File: config.mk
export PLATFORM = sky130hd
export DESIGN_NAME = sync_serial_port
export DESIGN_NICKNAME = d
export VERILOG_FILES = /design/src/sync_serial_pkg.sv /design/src/sync_serial_port.sv
export SDC_FILE = /design/constraint.sdc
export NUM_CORES = 1
export LEC_CHECK = 0
export ABC_CLOCK_PERIOD_IN_PS = 3900
export BUFFER_PORTS_ARGS = -buffer_cell sky130_fd_sc_hd__buf_2
export CORE_MARGIN = 3
export CORE_UTILIZATION = 60
export DETAILED_ROUTE_END_ITERATION = 6
export GPL_TIMING_DRIVEN = 1
export PLACE_DENSITY = 0.81
export SYNTH_ARGS = -nofsm -noshare
export SYNTH_HDL_FRONTEND = slang
export SYNTH_SLANG_ARGS = --single-unit
File: constraint.sdc
create_clock -name sys_clk_i -period 3.9 [get_ports sys_clk_i]
set_clock_uncertainty 0.15 [all_clocks]
set_input_delay 0 -clock sys_clk_i [delete_from_list [all_inputs] [get_ports sys_clk_i]]
set_output_delay 0 -clock sys_clk_i [all_outputs]
set_load 0.02 [all_outputs]
File: src/sync_serial_pkg.sv
// constants, state type and field layout for the synchronous serial port
// assumes one 20 MHz system clock and FIFO heads outside this block
package sync_serial_pkg;
  localparam int WORD_W = 16;
  localparam int SIZE_W = 4;
  localparam int DIV_W = 8;
  localparam int HALF_W = 5;
  localparam logic FMT_PULSE = 1'b0; // pulse-framed synchronous format
  localparam logic FMT_SPI = 1'b1;
  localparam logic [SIZE_W-1:0] SIZE_MIN = 4'h3; // size field holds bits minus one

  typedef enum logic [2:0] {
    ST_IDLE = 3'b000,
    ST_PULSE = 3'b001,
    ST_LEAD = 3'b010,
    ST_ACTIVE = 3'b011,
    ST_TRAIL = 3'b100
  } mstate_type;

  typedef struct packed {
    mstate_type st;
    logic [DIV_W-1:0] pre_cnt;
    logic [DIV_W-1:0] rate_cnt;
    logic [HALF_W-1:0] half;
    logic [SIZE_W-1:0] bit_cnt;
    logic [WORD_W-1:0] sh_tx;
    logic [WORD_W-1:0] sh_rx;
    logic [WORD_W-1:0] rx_data;
    logic rx_valid;
    logic sclk;
    logic fss;
    logic tx_line;
    logic tx_oe;
    logic slv_active;
    logic slv_first;
    logic [1:0] clk_sync;
    logic clk_prev;
    logic [1:0] fss_sync;
    logic fss_prev;
  } port_state_type;

  localparam port_state_type STATE_RESET = '0;
endpackage

File: src/sync_serial_port.sv
// serial frame engine: pulse-framed and SPI formats, master or slave
// assumes FIFO heads on the parallel side and pin pads that resolve enables
`timescale 1ns/1ps
module sync_serial_port import sync_serial_pkg::*; (
  input wire logic sys_clk_i,
  input wire logic rst_n_i,
  input wire logic port_enable_bit_i,
  input wire logic master_mode_i,
  input wire logic frame_format_i,
  input wire logic clock_idle_polarity_i,
  input wire logic capture_phase_i,
  input wire logic [SIZE_W-1:0] data_size_i,
  input wire logic [DIV_W-1:0] prescale_divisor_i,
  input wire logic [DIV_W-1:0] serial_rate_factor_i,
  input wire logic [WORD_W-1:0] tx_data_i,
  input wire logic tx_valid_i,
  output logic tx_ready_o,
  output logic [WORD_W-1:0] rx_data_o,
  output logic rx_valid_o,
  input wire logic serial_clock_line_i,
  output logic serial_clock_line_o,
  output logic serial_clock_line_oe_o,
  input wire logic frame_select_line_i,
  output logic frame_select_line_o,
  output logic frame_select_line_oe_o,
  output logic serial_out_line_o,
  output logic serial_out_line_oe_o,
  input wire logic serial_in_line_i
);

  port_state_type q;
  port_state_type n;
  logic [SIZE_W-1:0] size;
  logic [HALF_W-1:0] last_half;
  logic [WORD_W-1:0] rx_mask;
  logic spi;
  logic pol;
  logic [DIV_W-1:0] pre_top;
  logic half_tick;
  logic load;
  logic clk_rise;
  logic clk_fall;
  logic fss_rise;
  logic fss_fall;
  logic lead_edge;
  logic trail_edge;
  logic cap_edge;
  logic chg_edge;

  // decoded configuration, stable while the port is enabled
  assign size = (data_size_i < SIZE_MIN) ? SIZE_MIN : data_size_i;
  assign last_half = {size, 1'b1};
  assign rx_mask = WORD_W'((17'h1_0000 >> (4'hf - size)) - 17'h1);
  assign spi = (frame_format_i == FMT_SPI);
  assign pol = spi & clock_idle_polarity_i;
  assign pre_top = {1'b0, prescale_divisor_i[DIV_W-1:1]} - 8'h1;

  // slave edge detection on synchronised pins, second stage against previous
  assign clk_rise = q.clk_sync[1] & ~q.clk_prev;
  assign clk_fall = ~q.clk_sync[1] & q.clk_prev;
  assign fss_rise = q.fss_sync[1] & ~q.fss_prev;
  assign fss_fall = ~q.fss_sync[1] & q.fss_prev;
  assign lead_edge = pol ? clk_fall : clk_rise;
  assign trail_edge = pol ? clk_rise : clk_fall;

  // capture and change edges per format and phase
  always_comb begin
    if (!spi) begin
      cap_edge = clk_fall;
      chg_edge = clk_rise;
    end else if (!capture_phase_i) begin
      cap_edge = lead_edge;
      chg_edge = trail_edge;
    end else begin
      cap_edge = trail_edge;
      chg_edge = lead_edge;
    end
  end

  // next-state logic for divider, master sequencer and slave shifter
  always_comb begin
    n = q;
    half_tick = 1'b0;
    load = 1'b0;
    n.rx_valid = 1'b0;
    n.clk_sync = {q.clk_sync[0], serial_clock_line_i};
    n.clk_prev = q.clk_sync[1];
    n.fss_sync = {q.fss_sync[0], frame_select_line_i};
    n.fss_prev = q.fss_sync[1];
    if (!port_enable_bit_i) begin
      // disabled: park every line at its idle level
      n.st = ST_IDLE;
      n.pre_cnt = '0;
      n.rate_cnt = '0;
      n.sclk = pol;
      n.fss = spi;
      n.tx_line = 1'b0;
      n.tx_oe = spi & master_mode_i;
      n.slv_active = 1'b0;
    end else if (master_mode_i) begin
      // half-period tick: prescale/2 cycles, then 1 + rate factor of those
      if (q.pre_cnt >= pre_top) begin
        n.pre_cnt = '0;
        if (q.rate_cnt >= serial_rate_factor_i) begin
          n.rate_cnt = '0;
          half_tick = 1'b1;
        end else begin
          n.rate_cnt = q.rate_cnt + 8'h1;
        end
      end else begin
        n.pre_cnt = q.pre_cnt + 8'h1;
      end
      if (half_tick) begin
        case (q.st)
          ST_IDLE: begin
            n.sclk = pol;
            n.fss = spi;
            n.tx_line = 1'b0;
            n.tx_oe = spi;
            if (tx_valid_i) begin
              load = 1'b1;
              n.sh_tx = tx_data_i;
              n.half = '0;
              if (!spi) begin
                n.st = ST_PULSE;
                n.fss = 1'b1;
                n.sclk = 1'b1;
              end else begin
                n.st = ST_LEAD;
                n.fss = 1'b0;
                n.tx_oe = 1'b1;
              end
            end
          end
          ST_PULSE: begin
            if (q.half == '0) begin
              n.half = 5'h1;
              n.sclk = 1'b0;
            end else begin
              // rising edge after the pulse: frame-select drops, MSB out
              n.st = ST_ACTIVE;
              n.half = '0;
              n.fss = 1'b0;
              n.sclk = 1'b1;
              n.tx_oe = 1'b1;
              n.tx_line = q.sh_tx[size];
            end
          end
          ST_LEAD: begin
            // half period after select falls: first bit out
            n.st = ST_ACTIVE;
            n.tx_line = q.sh_tx[size];
            n.sclk = pol ^ capture_phase_i;
          end
          ST_ACTIVE: begin
            if (!q.half[0]) begin
              n.sh_rx = {q.sh_rx[WORD_W-2:0], serial_in_line_i};
              n.sclk = ~q.sclk;
              n.half = q.half + 5'h1;
            end else if (q.half != last_half) begin
              n.sh_tx = {q.sh_tx[WORD_W-2:0], 1'b0};
              n.tx_line = q.sh_tx[size - 4'h1];
              n.sclk = ~q.sclk;
              n.half = q.half + 5'h1;
            end else begin
              // word complete: hand it to the receive side
              n.rx_data = q.sh_rx & rx_mask;
              n.rx_valid = 1'b1;
              n.half = '0;
              if (!spi) begin
                n.st = ST_IDLE;
                n.sclk = 1'b0;
                n.tx_oe = 1'b0;
                n.tx_line = 1'b0;
              end else if (capture_phase_i && tx_valid_i) begin
                // phase 1 run: select stays low, next word follows
                load = 1'b1;
                n.sh_tx = tx_data_i;
                n.tx_line = tx_data_i[size];
                n.sclk = ~pol;
              end else begin
                n.st = ST_TRAIL;
                n.sclk = pol;
              end
            end
          end
          ST_TRAIL: begin
            // select rises one period after the last capture
            n.st = ST_IDLE;
            n.fss = 1'b1;
            n.tx_line = 1'b0;
          end
          default: begin
            n.st = ST_IDLE;
          end
        endcase
      end
    end else begin
      // slave: driven only by detected edges of the external clock and select
      n.st = ST_IDLE;
      n.sclk = pol;
      n.fss = spi;
      if (spi && fss_rise) begin
        n.slv_active = 1'b0;
        n.tx_oe = 1'b0;
        n.tx_line = 1'b0;
      end else if (spi && fss_fall) begin
        load = tx_valid_i;
        n.sh_tx = tx_valid_i ? tx_data_i : '0;
        n.tx_line = tx_valid_i ? tx_data_i[size] : 1'b0;
        n.tx_oe = 1'b1;
        n.slv_active = 1'b1;
        n.slv_first = capture_phase_i;
        n.bit_cnt = '0;
      end else if (!spi && !q.slv_active && clk_fall && q.fss_sync[1]) begin
        // frame pulse seen: arm and present the MSB
        load = tx_valid_i;
        n.sh_tx = tx_valid_i ? tx_data_i : '0;
        n.tx_line = tx_valid_i ? tx_data_i[size] : 1'b0;
        n.tx_oe = 1'b1;
        n.slv_active = 1'b1;
        n.slv_first = 1'b1;
        n.bit_cnt = '0;
      end else if (q.slv_active && chg_edge) begin
        if (q.slv_first) begin
          n.slv_first = 1'b0;
        end else begin
          n.sh_tx = {q.sh_tx[WORD_W-2:0], 1'b0};
          n.tx_line = q.sh_tx[size - 4'h1];
        end
      end else if (q.slv_active && cap_edge) begin
        n.sh_rx = {q.sh_rx[WORD_W-2:0], serial_in_line_i};
        n.bit_cnt = q.bit_cnt + 4'h1;
        if (q.bit_cnt == size) begin
          n.rx_data = {q.sh_rx[WORD_W-2:0], serial_in_line_i} & rx_mask;
          n.rx_valid = 1'b1;
          n.bit_cnt = '0;
          if (!spi) begin
            n.slv_active = 1'b0;
            n.tx_oe = 1'b0;
            n.tx_line = 1'b0;
          end else if (capture_phase_i) begin
            // phase 1 slave reloads while still selected
            load = tx_valid_i;
            n.sh_tx = tx_valid_i ? tx_data_i : '0;
            n.slv_first = 1'b1;
          end else begin
            n.slv_active = 1'b0; // frozen until the next deselect
          end
        end
      end
    end
  end

  // single state register
  always_ff @(posedge sys_clk_i or negedge rst_n_i) begin
    if (!rst_n_i) begin
      q <= STATE_RESET;
    end else begin
      q <= n;
    end
  end

  // pin and FIFO-side outputs
  assign tx_ready_o = load;
  assign rx_data_o = q.rx_data;
  assign rx_valid_o = q.rx_valid;
  assign serial_clock_line_o = q.sclk;
  assign serial_clock_line_oe_o = port_enable_bit_i & master_mode_i;
  assign frame_select_line_o = q.fss;
  assign frame_select_line_oe_o = port_enable_bit_i & master_mode_i;
  assign serial_out_line_o = q.tx_line;
  assign serial_out_line_oe_o = q.tx_oe;

endmodule // sync_serial_port

==> results of run 1 <==
-- worst min-delay path, stage by stage --
cell,delay [ps]
buf_2,160
nand2_1,280
a21oi_1,70
-- routing by layer --
| metal | wire (µm) | vias up | GRT usage [%] |
|---|---|---|---|
| met4 | 484 | 0 | 12.2 |
| li1 | - | 2947 | - |
| met3 | 1290 | 48 | 5.34 |
| met2 | 8970 | 300 | 51.3 |
| met1 | 7550 | 3089 | 37.2 |
| met5 | 0 | - | 0 |
-- cell families after synthesis --
group,after synthesis,synth area share [%]
XOR/XNOR,19,2.44
buffers and inverters,116,7.93
AND/OR/NAND/NOR,244,18.7
adder cells (fa/ha/maj),28,5.14
multiplexers,78,13.3
flip-flops,89,32.7
AO/OA/AOI/OAI,204,19.8
-- area by class of cell --
class | count | share of cell area [%]
clock buffer | 10 | 3.12
clock inverter | 6 | 0.654
inverter | 51 | 2.50
multi-input combinational | 573 | 52.9
sequential | 89 | 29.1
tap | 140 | 2.29
timing repair buffer | 110 | 9.36
-- cells in the final DEF (no fill, tap or decap), types with 11 or more instances in the layout --
| cell type | Yosys | routed |
|---|---|---|
| buf_2 | 6 | 68 |
| nand3_1 | 29 | 29 |
| nor2_1 | 46 | 46 |
| nor4_1 | 12 | 12 |
| nand2_1 | 52 | 52 |
| dfrtp_1 | 89 | 89 |
| dlygate4sd3_1 | 0 | 24 |
| mux2i_1 | 38 | 38 |
| mux2_2 | 26 | 26 |
| o21ai_0 | 60 | 60 |
| xnor2_1 | 11 | 11 |
| inv_1 | 51 | 51 |
| nand4_1 | 14 | 14 |
| buf_4 | 18 | 18 |
| o32ai_1 | 11 | 11 |
| a21oi_1 | 45 | 44 |
| and3_1 | 24 | 24 |
| a211oi_1 | 12 | 12 |
| ha_1 | 28 | 28 |
| nand2b_1 | 13 | 13 |
-- metrics by stage --
| step | hold WS [ps] | area [µm²] | instances |
|---|---|---|---|
| 2_1_floorplan | -446 | 6810 | 778 |
| 3_3_place_gp | -40.8 | 7120 | 939 |
| 3_5_place_dp | -37.9 | 7120 | 939 |
| 4_1_cts | 12.9 | 7650 | 979 |
| 5_1_grt | 101 | 7650 | 979 |
| 6_report | 40.5 | 7650 | 979 |
-- power by group --
| part | internal, µW | leakage (µW) | total (µW) | switching (µW) |
|---|---|---|---|---|
| clock | 458 | 0.000141 | 860 | 402 |
| sequential | 1030 | 0.00111 | 1130 | 98.7 |
| combinational | 209 | 0.00220 | 480 | 271 |
| total | 1700 | 0.00345 | 2470 | 771 |
-- worst max-delay path by stage --
stage / startpoint / to / slack (ps) / cells past startpoint
2_1_floorplan: prescale_divisor_i[6] / q[38] / 410 / 12
3_3_place_gp: prescale_divisor_i[6] / rx_data_o[14] / 430 / 12
3_5_place_dp: prescale_divisor_i[6] / rx_data_o[9] / 300 / 12
4_1_cts: q[63] / tx_ready_o / 400 / 9
5_1_grt: q[63] / tx_ready_o / 220 / 9
6_report: q[63] / tx_ready_o / 340 / 9
-- state kept, by name (all words and copies together), names as in the netlist --
name,cells
serial_clock_line_o,1
q,64
rx_valid_o,1
serial_out_line_o,1
rx_data_o,16
serial_out_line_oe_o,1
frame_select_line_o,1
n,4
-- timing repair --
action                    CTS  global route
buffers inserted            0             0
hold endpoints to repair   80             0
resized for setup           0             0
hold buffers               24             0
==> impl_metrics.py, run 1 <==
metrics = {
    "final_layout": {
        "syn_to_final_growth_pct": 12.2,
        "drive_above_1_share_pct": 17.4,
        "fin_util_pct": 69.6,
        "antenna_cells": 0,
        "fill_cells": 902,
        "multi_input_area_um2": 4050,
        "nets": 909,
        "register_area_um2": 2230,
    },
    "synthesis": {
        "synth_top_area_cell": "dfrtp_1",
        "synthTopCellsByCount": "89 x dfrtp_1, 60 x o21ai_0, 52 x nand2_1",
        "seq_area_frac_synth_pct": 32.7,
        "yosysUniqueCellTypes": 66,
        "syn_area_um2": 6810,
        "synthTopCellsByArea": "dfrtp_1 33%, mux2i_1 5.6%, ha_1 5.1%",
        "syn_avg_cell_area_um2": 8.76,
        "yosys_warnings": 0,
        "synth_nets": 853,
        "synth_edf_count": 0,
        "async_flop_share_pct": 100,
        "postSynthCellCount": 778,
        "synth.top_cell.area_share_pct": 32.7,
        "synth-main-ff-cell": "dfrtp_1",
        "ys_seq_elements": 89,
        "synth_most_common_cell": "dfrtp_1",
    },
    "timing": {
        "timing.fmax_mhz": 281,
        "finalHoldViolations": 0,
        "slew_viol_final": 0,
        "worst_pin_slew_ps": 969,
        "finalCriticalPeriod_ps": 3560,
        "setup_tns_ps": 0,
        "fin_crit_sh_pct": 91.4,
        "rsz0062_at_grt": "no",
        "timing.slew.headroom_pct": 35.4,
        "fin_ws_ps": 337,
        "setup_viol": 0,
    },
    "critical_path": {
        "critPathLaunchType": "register",
        "r2r-end": "rx_data_o[9]",
        "end_kind": "output port",
        "critPathMaxStageDelay_ps": 510,
        "r2r_slack_ps": 520,
        "critPathTopFamily": "simple AND/OR/NAND/NOR gates",
        "required_ps": 3750,
        "crit_path_frequent_cell": "and3_1",
        "rr_worst_depth": 7,
        "path_class": "reg2out",
        "slowest_stage": "a2111oi_4",
        "cp_num_buf_inv": 2,
        "arrival_ps": 3410,
        "cp_max_fo": 20,
        "r2r_start": "q[63]",
        "path_cells": "or4_1 > and3_1 > a2111oi_4 > and2_1 > buf_4 > and3_1 > o21ai_0 > a21oi_1 > buf_2",
    },
    "detailed_routing": {
        "dr.pass1.iters": 5,
        "drt-initial-drc-count": 545,
        "avgRoutedWirePerCell_um": 18.7,
        "wl_um": 18300,
        "vias": 6384,
        "via_per_inst": 6.52,
        "drc": 0,
        "postRouteAntennaNets": 0,
    },
    "clock_tree": {
        "cts_root_buf": "clkbuf_16",
        "cts_buffer_depth": 2,
        "clk_pin_slew_ps": 60,
        "cts_made_buffers": 9,
        "htreeDepth": 3,
        "clock_latency_ps": 360,
        "cts.sinks": 89,
        "cts_tree": "built",
    },
    "place": {
        "dp_slack_ps": 298,
        "place_congestion": 0.924,
        "dpl.hpwl_um": 13000,
        "io_buffer_count": 69,
    },
    "pwr": {
        "power.density_nw_per_um2": 323,
        "p_leak_uw": 0.00345,
        "fin_total_pwr_uw": 2470,
        "vdd_ir_drop_max_mv": 0.288,
    },
    "flow_run": {
        "cap_violations": 0,
    },
    "die": {
        "dieArea_um2": 12700,
        "std_cell_rows": 38,
        "initial_utilization_pct": 62.0,
        "die_h_um": 113,
        "core_um2": 11000,
        "fp.dieW_um": 113,
        "ios": 71,
    },
    "worst_hold_path": {
        "min_from": "master_mode_i",
        "hold_path_end": "q[88]",
        "hold_depth": 3,
        "hold_class": "in2reg",
    },
    "global_route": {
        "grt_pass1_wl_um": 30900,
        "grt_max_degree": 56,
        "grt_pass1_vias": 6565,
        "antenna_found_initial": 0,
        "grt_usage_pct": 29.9,
        "gr-total-overflow": 0,
    },
    "outcome": {
        "status": "completed",
    },
}
Power figures use the tool's default switching activity.
==> run 2: changes to the inputs <==
PLACE_DENSITY = 0.84   (was 0.81)
==> impl_metrics.py, run 2 (same netlist as run 1, synthesis figures left out) <==
metrics = {
    "critical_path": {
        "critPathLaunchType": "register",
        "path_cells": "or3b_1 > a211o_1 > a2111oi_4 > and2_1 > a32o_1 > buf_4 > mux2i_1",
        "slowest_stage": "a32o_1",
        "critPathMaxStageDelay_ps": 630,
        "path_class": "reg2reg",
        "arrival_ps": 3570,
        "end_kind": "register",
        "required_ps": 4030,
        "cp_max_fo": 10,
    },
    "clock_tree": {
        "cts_root_buf": "clkbuf_16",
        "holdBufCountCts": 20,
        "cts.sinks": 89,
        "clk_pin_slew_ps": 70,
        "cts_setup_buffers": 0,
        "cts_buffer_depth": 2,
        "ctsResizeCount": 0,
        "cts_made_buffers": 9,
        "clock_latency_ps": 360,
        "cts_tree": "built",
        "htreeDepth": 3,
    },
    "die": {
        "die_h_um": 113,
        "std_cell_rows": 38,
        "ios": 71,
        "dieArea_um2": 12700,
        "initial_utilization_pct": 62.0,
        "core_um2": 11000,
        "fp.dieW_um": 113,
    },
    "final_layout": {
        "nets": 904,
        "fill_cells": 855,
        "antenna_cells": 0,
        "largest_register": "q",
        "multi_input_area_um2": 4050,
        "mostFrequentLayoutCells": "89 x dfrtp_1, 68 x buf_2, 60 x o21ai_0",
        "drive_above_1_share_pct": 17.4,
        "register_area_um2": 2230,
        "largest_reg_flops": 64,
        "syn_to_final_growth_pct": 12.2,
        "final_area_um2": 7640,
        "layout_commonest_cell": "dfrtp_1",
    },
    "timing": {
        "rsz0062_at_grt": "no",
        "slew_viol_final": 0,
        "timing.fmax_mhz": 290,
        "fin_ws_ps": 457,
        "setup_tns_ps": 0,
        "fin_crit_sh_pct": 88.3,
        "finalCriticalPeriod_ps": 3440,
        "worst_pin_slew_ps": 1130,
        "setup_viol": 0,
        "finalHoldViolations": 0,
        "timing.slew.headroom_pct": 24.0,
    },
    "global_route": {
        "gr-total-overflow": 0,
        "grt_pass1_wl_um": 30300,
        "grt_max_degree": 55,
        "grt_pass1_vias": 6386,
        "antenna_found_initial": 0,
        "grt_usage_pct": 29.3,
    },
    "detailed_routing": {
        "vias": 6369,
        "dr.pass1.iters": 7,
        "wl_um": 18100,
        "via_per_inst": 6.54,
        "avgRoutedWirePerCell_um": 18.6,
        "drt-initial-drc-count": 533,
        "postRouteAntennaNets": 0,
        "drc": 0,
    },
    "outcome": {
        "status": "completed",
    },
    "pwr": {
        "vdd_ir_drop_max_mv": 0.387,
        "p_leak_uw": 0.00345,
        "power.density_nw_per_um2": 338,
    },
    "worst_hold_path": {
        "hold_class": "in2reg",
    },
    "place": {
        "place_congestion": 0.953,
        "dpl.hpwl_um": 12700,
        "place_area_um2": 7110,
        "io_buffer_count": 69,
        "dp_slack_ps": 294,
    },
    "flow_run": {
        "cap_violations": 0,
    },
}
[run 2: cell types whose count changed in the layout (fill, tap and decap cells not counted)]
cell	change
clkbuf_8	-1
clkinv_4	-1
bufinv_16	+2
clkinv_2	-1
dlygate4sd3_1	-4
inv_8	+1
buf_4	-1
[run 2: worst paths after layout]
| path | start | end | slack (ps) | cells after the start |
|---|---|---|---|---|
| setup / recovery | q[63] | rx_data_o[10] | 460 | 7 |
| hold / removal | tx_data_i[4] | q[49] | 10 | 4 |
| setup reg to reg | q[63] | rx_data_o[10] | 460 | 7 |
| hold reg to reg | n[5] | n[3] | 200 | 0 |
| max in group asynchronous | rst_n_i | q[87] | 2570 | 3 |
| min in group asynchronous | rst_n_i | rx_data_o[15] | 80 | 2 |
[run 2: area by class of cell]
type | instances | area share [%]
clock buffers | 9 | 2.95
clock inverters | 7 | 1.41
inverters | 51 | 2.50
multi-input cells | 573 | 53.0
flip-flops and latches | 89 | 29.1
well taps | 140 | 2.29
repair buffers | 105 | 8.74
[run 2: worst max-delay path, delay by kind of cell, from the launching register on]
family / cells / cell delay, ps
buffers and inverters: 1 / 300
AO/OA/AOI/OAI: 3 / 1460
multiplexers: 1 / 200
AND/OR/NAND/NOR: 2 / 810
flip-flops: 1 / 440
[run 2: power breakdown]
group | internal [µW] | switching, µW | total (µW) | leakage, µW
registers | 1030 | 95.4 | 1120 | 0.00111
logic | 205 | 266 | 472 | 0.00218
clock network | 575 | 410 | 986 | 0.000160
[run 2: through the flow]
| stage | utilization, % | total power (µW) | hold WS [ps] | cells |
|---|---|---|---|---|
| finish | 69.6 | 2580 | 10.8 | 974 |
| detailed placement | 64.7 | 1590 | -57.1 | 938 |
| CTS | 69.6 | 2580 | 3.41 | 974 |
| floorplan | - | 1430 | -446 | 778 |
| global route | 69.6 | 2700 | 24.8 | 974 |
| global placement | 64.7 | 1550 | -63.0 | 938 |
[run 2: routing by layer]
metal | vias up | wire [µm] | track usage (%)
met5 | - | 0 | 0
met4 | 0 | 397 | 9.62
met3 | 43 | 1480 | 5.44
met2 | 331 | 8990 | 50.5
met1 | 3058 | 7230 | 37.1
li1 | 2937 | - | -
==> run 3: changes to the inputs <==
BUFFER_PORTS_ARGS = -buffer_cell sky130_fd_sc_hd__buf_4   (was -buffer_cell sky130_fd_sc_hd__buf_2)
==> impl_metrics.py, run 3 (same netlist as run 1, synthesis figures left out) <==
metrics = {
    "final_layout": {
        "antenna_cells": 0,
        "fin_util_pct": 71.3,
        "layout_commonest_cell": "dfrtp_1",
        "drive_above_1_share_pct": 17.3,
        "fill_cells": 817,
        "nets": 909,
        "syn_to_final_growth_pct": 15.0,
        "mostFrequentLayoutCells": "89 x dfrtp_1, 85 x buf_4, 60 x o21ai_0",
        "largest_reg_flops": 64,
        "largest_register": "q",
    },
    "clock_tree": {
        "holdBufCountCts": 25,
        "cts_setup_buffers": 0,
        "htreeDepth": 3,
        "cts_tree": "built",
        "clock_latency_ps": 360,
        "ctsResizeCount": 0,
        "clk_pin_slew_ps": 70,
        "cts_root_buf": "clkbuf_16",
        "cts.sinks": 89,
        "cts_made_buffers": 9,
        "cts_buffer_depth": 2,
    },
    "critical_path": {
        "path_cells": "dlygate4sd3_1 > buf_4 > or4_1 > and3_1 > a2111oi_4 > and2_1 > a31oi_4 > o32a_1 > buf_4 > mux2_1",
        "crit_path_frequent_cell": "buf_4",
        "required_ps": 3990,
        "critPathLaunchType": "primary input",
        "critPathMaxStageDelay_ps": 540,
        "path_class": "in2reg",
        "r2r_slack_ps": 570,
        "slowest_stage": "dlygate4sd3_1",
        "arrival_ps": 3450,
        "cp_max_fo": 25,
        "end_kind": "register",
    },
    "place": {
        "place_congestion": 0.946,
        "dpl.hpwl_um": 12700,
        "io_buffer_count": 69,
    },
    "timing": {
        "slew_viol_final": 0,
        "timing.slew.headroom_pct": 21.4,
        "rsz0062_at_grt": "no",
        "setup_tns_ps": 0,
        "finalHoldViolations": 0,
        "worst_pin_slew_ps": 1170,
        "setup_viol": 0,
        "finalCriticalPeriod_ps": 3370,
        "timing.fmax_mhz": 297,
        "fin_crit_sh_pct": 86.3,
    },
    "detailed_routing": {
        "dr.pass1.iters": 7,
        "vias": 6354,
        "drt-initial-drc-count": 605,
        "drc": 0,
        "avgRoutedWirePerCell_um": 18.6,
        "postRouteAntennaNets": 0,
        "wl_um": 18200,
        "via_per_inst": 6.49,
    },
    "die": {
        "std_cell_rows": 38,
        "die_h_um": 113,
        "dieArea_um2": 12700,
        "initial_utilization_pct": 62.0,
        "ios": 71,
        "fp.dieW_um": 113,
        "core_um2": 11000,
    },
    "global_route": {
        "grt_max_degree": 56,
        "antenna_found_initial": 0,
        "gr-total-overflow": 0,
        "grt_pass1_wl_um": 30800,
        "grt_usage_pct": 29.8,
        "grt_pass1_vias": 6439,
    },
    "pwr": {
        "p_leak_uw": 0.00352,
        "power.density_nw_per_um2": 321,
        "vdd_ir_drop_max_mv": 0.311,
    },
    "outcome": {
        "status": "completed",
    },
    "flow_run": {
        "cap_violations": 0,
    },
    "worst_hold_path": {
        "hold_class": "in2reg",
    },
}
==> run 3: final cells by class <==
| class | count | area [µm²] | area share (%) |
|---|---|---|---|
| clock buffer | 10 | 239 | 3.05 |
| clock inverter | 6 | 66.3 | 0.846 |
| inverter | 51 | 191 | 2.44 |
| multi-input combinational | 573 | 4050 | 51.7 |
| sequential | 89 | 2230 | 28.4 |
| tap | 140 | 175 | 2.24 |
| timing repair buffer | 110 | 888 | 11.3 |
==> run 3: path summary, 6_finish.rpt <==
check / from / cells past startpoint / end
worst max-delay path: data_size_i[3] / 10 / q[55]
worst min-delay path: tx_data_i[14] / 4 / q[59]
worst max register to register: q[63] / 8 / q[55]
worst min register to register: n[2] / 0 / n[0]
max in group asynchronous: rst_n_i / 3 / q[65]
min in group asynchronous: rst_n_i / 2 / rx_data_o[5]
==> run 3: power breakdown <==
group / leakage, µW / switching (µW) / internal [µW] / total [µW]
logic: 0.00225 / 271 / 225 / 496
registers: 0.00111 / 92.4 / 1030 / 1120
clock network: 0.000153 / 382 / 516 / 898
total: 0.00352 / 745 / 1770 / 2520
==> run 3: worst max-delay path: cells and delay by family <==
family | cells | cell delay, ps
multiplexers | 1 | 340
AO/OA/AOI/OAI | 3 | 910
AND/OR/NAND/NOR | 3 | 1200
buffers and inverters | 3 | 990
==> run 3: per-stage QoR <==
step                      std cells  area [µm²]  setup WS, ps  hold slack [ps]  total power, µW
after floorplan                 778        6810           412             -446             1430
after CTS                       979        7840           575             10.0             2520
after global routing            979        7840           352             48.6             2630
final                           979        7840           535             17.5             2520
after global placement          938        7280           453            -51.0             1570
after detailed placement        938        7280           371            -39.4             1600
==> run 3: per-layer routing <==
layer	track usage, %	vias to the layer above	wire (µm)
li1	-	2945	-
met1	38.3	3047	7300
met2	50.2	325	9010
met3	5.44	37	1490
met4	11.0	0	410
met5	0	-	0
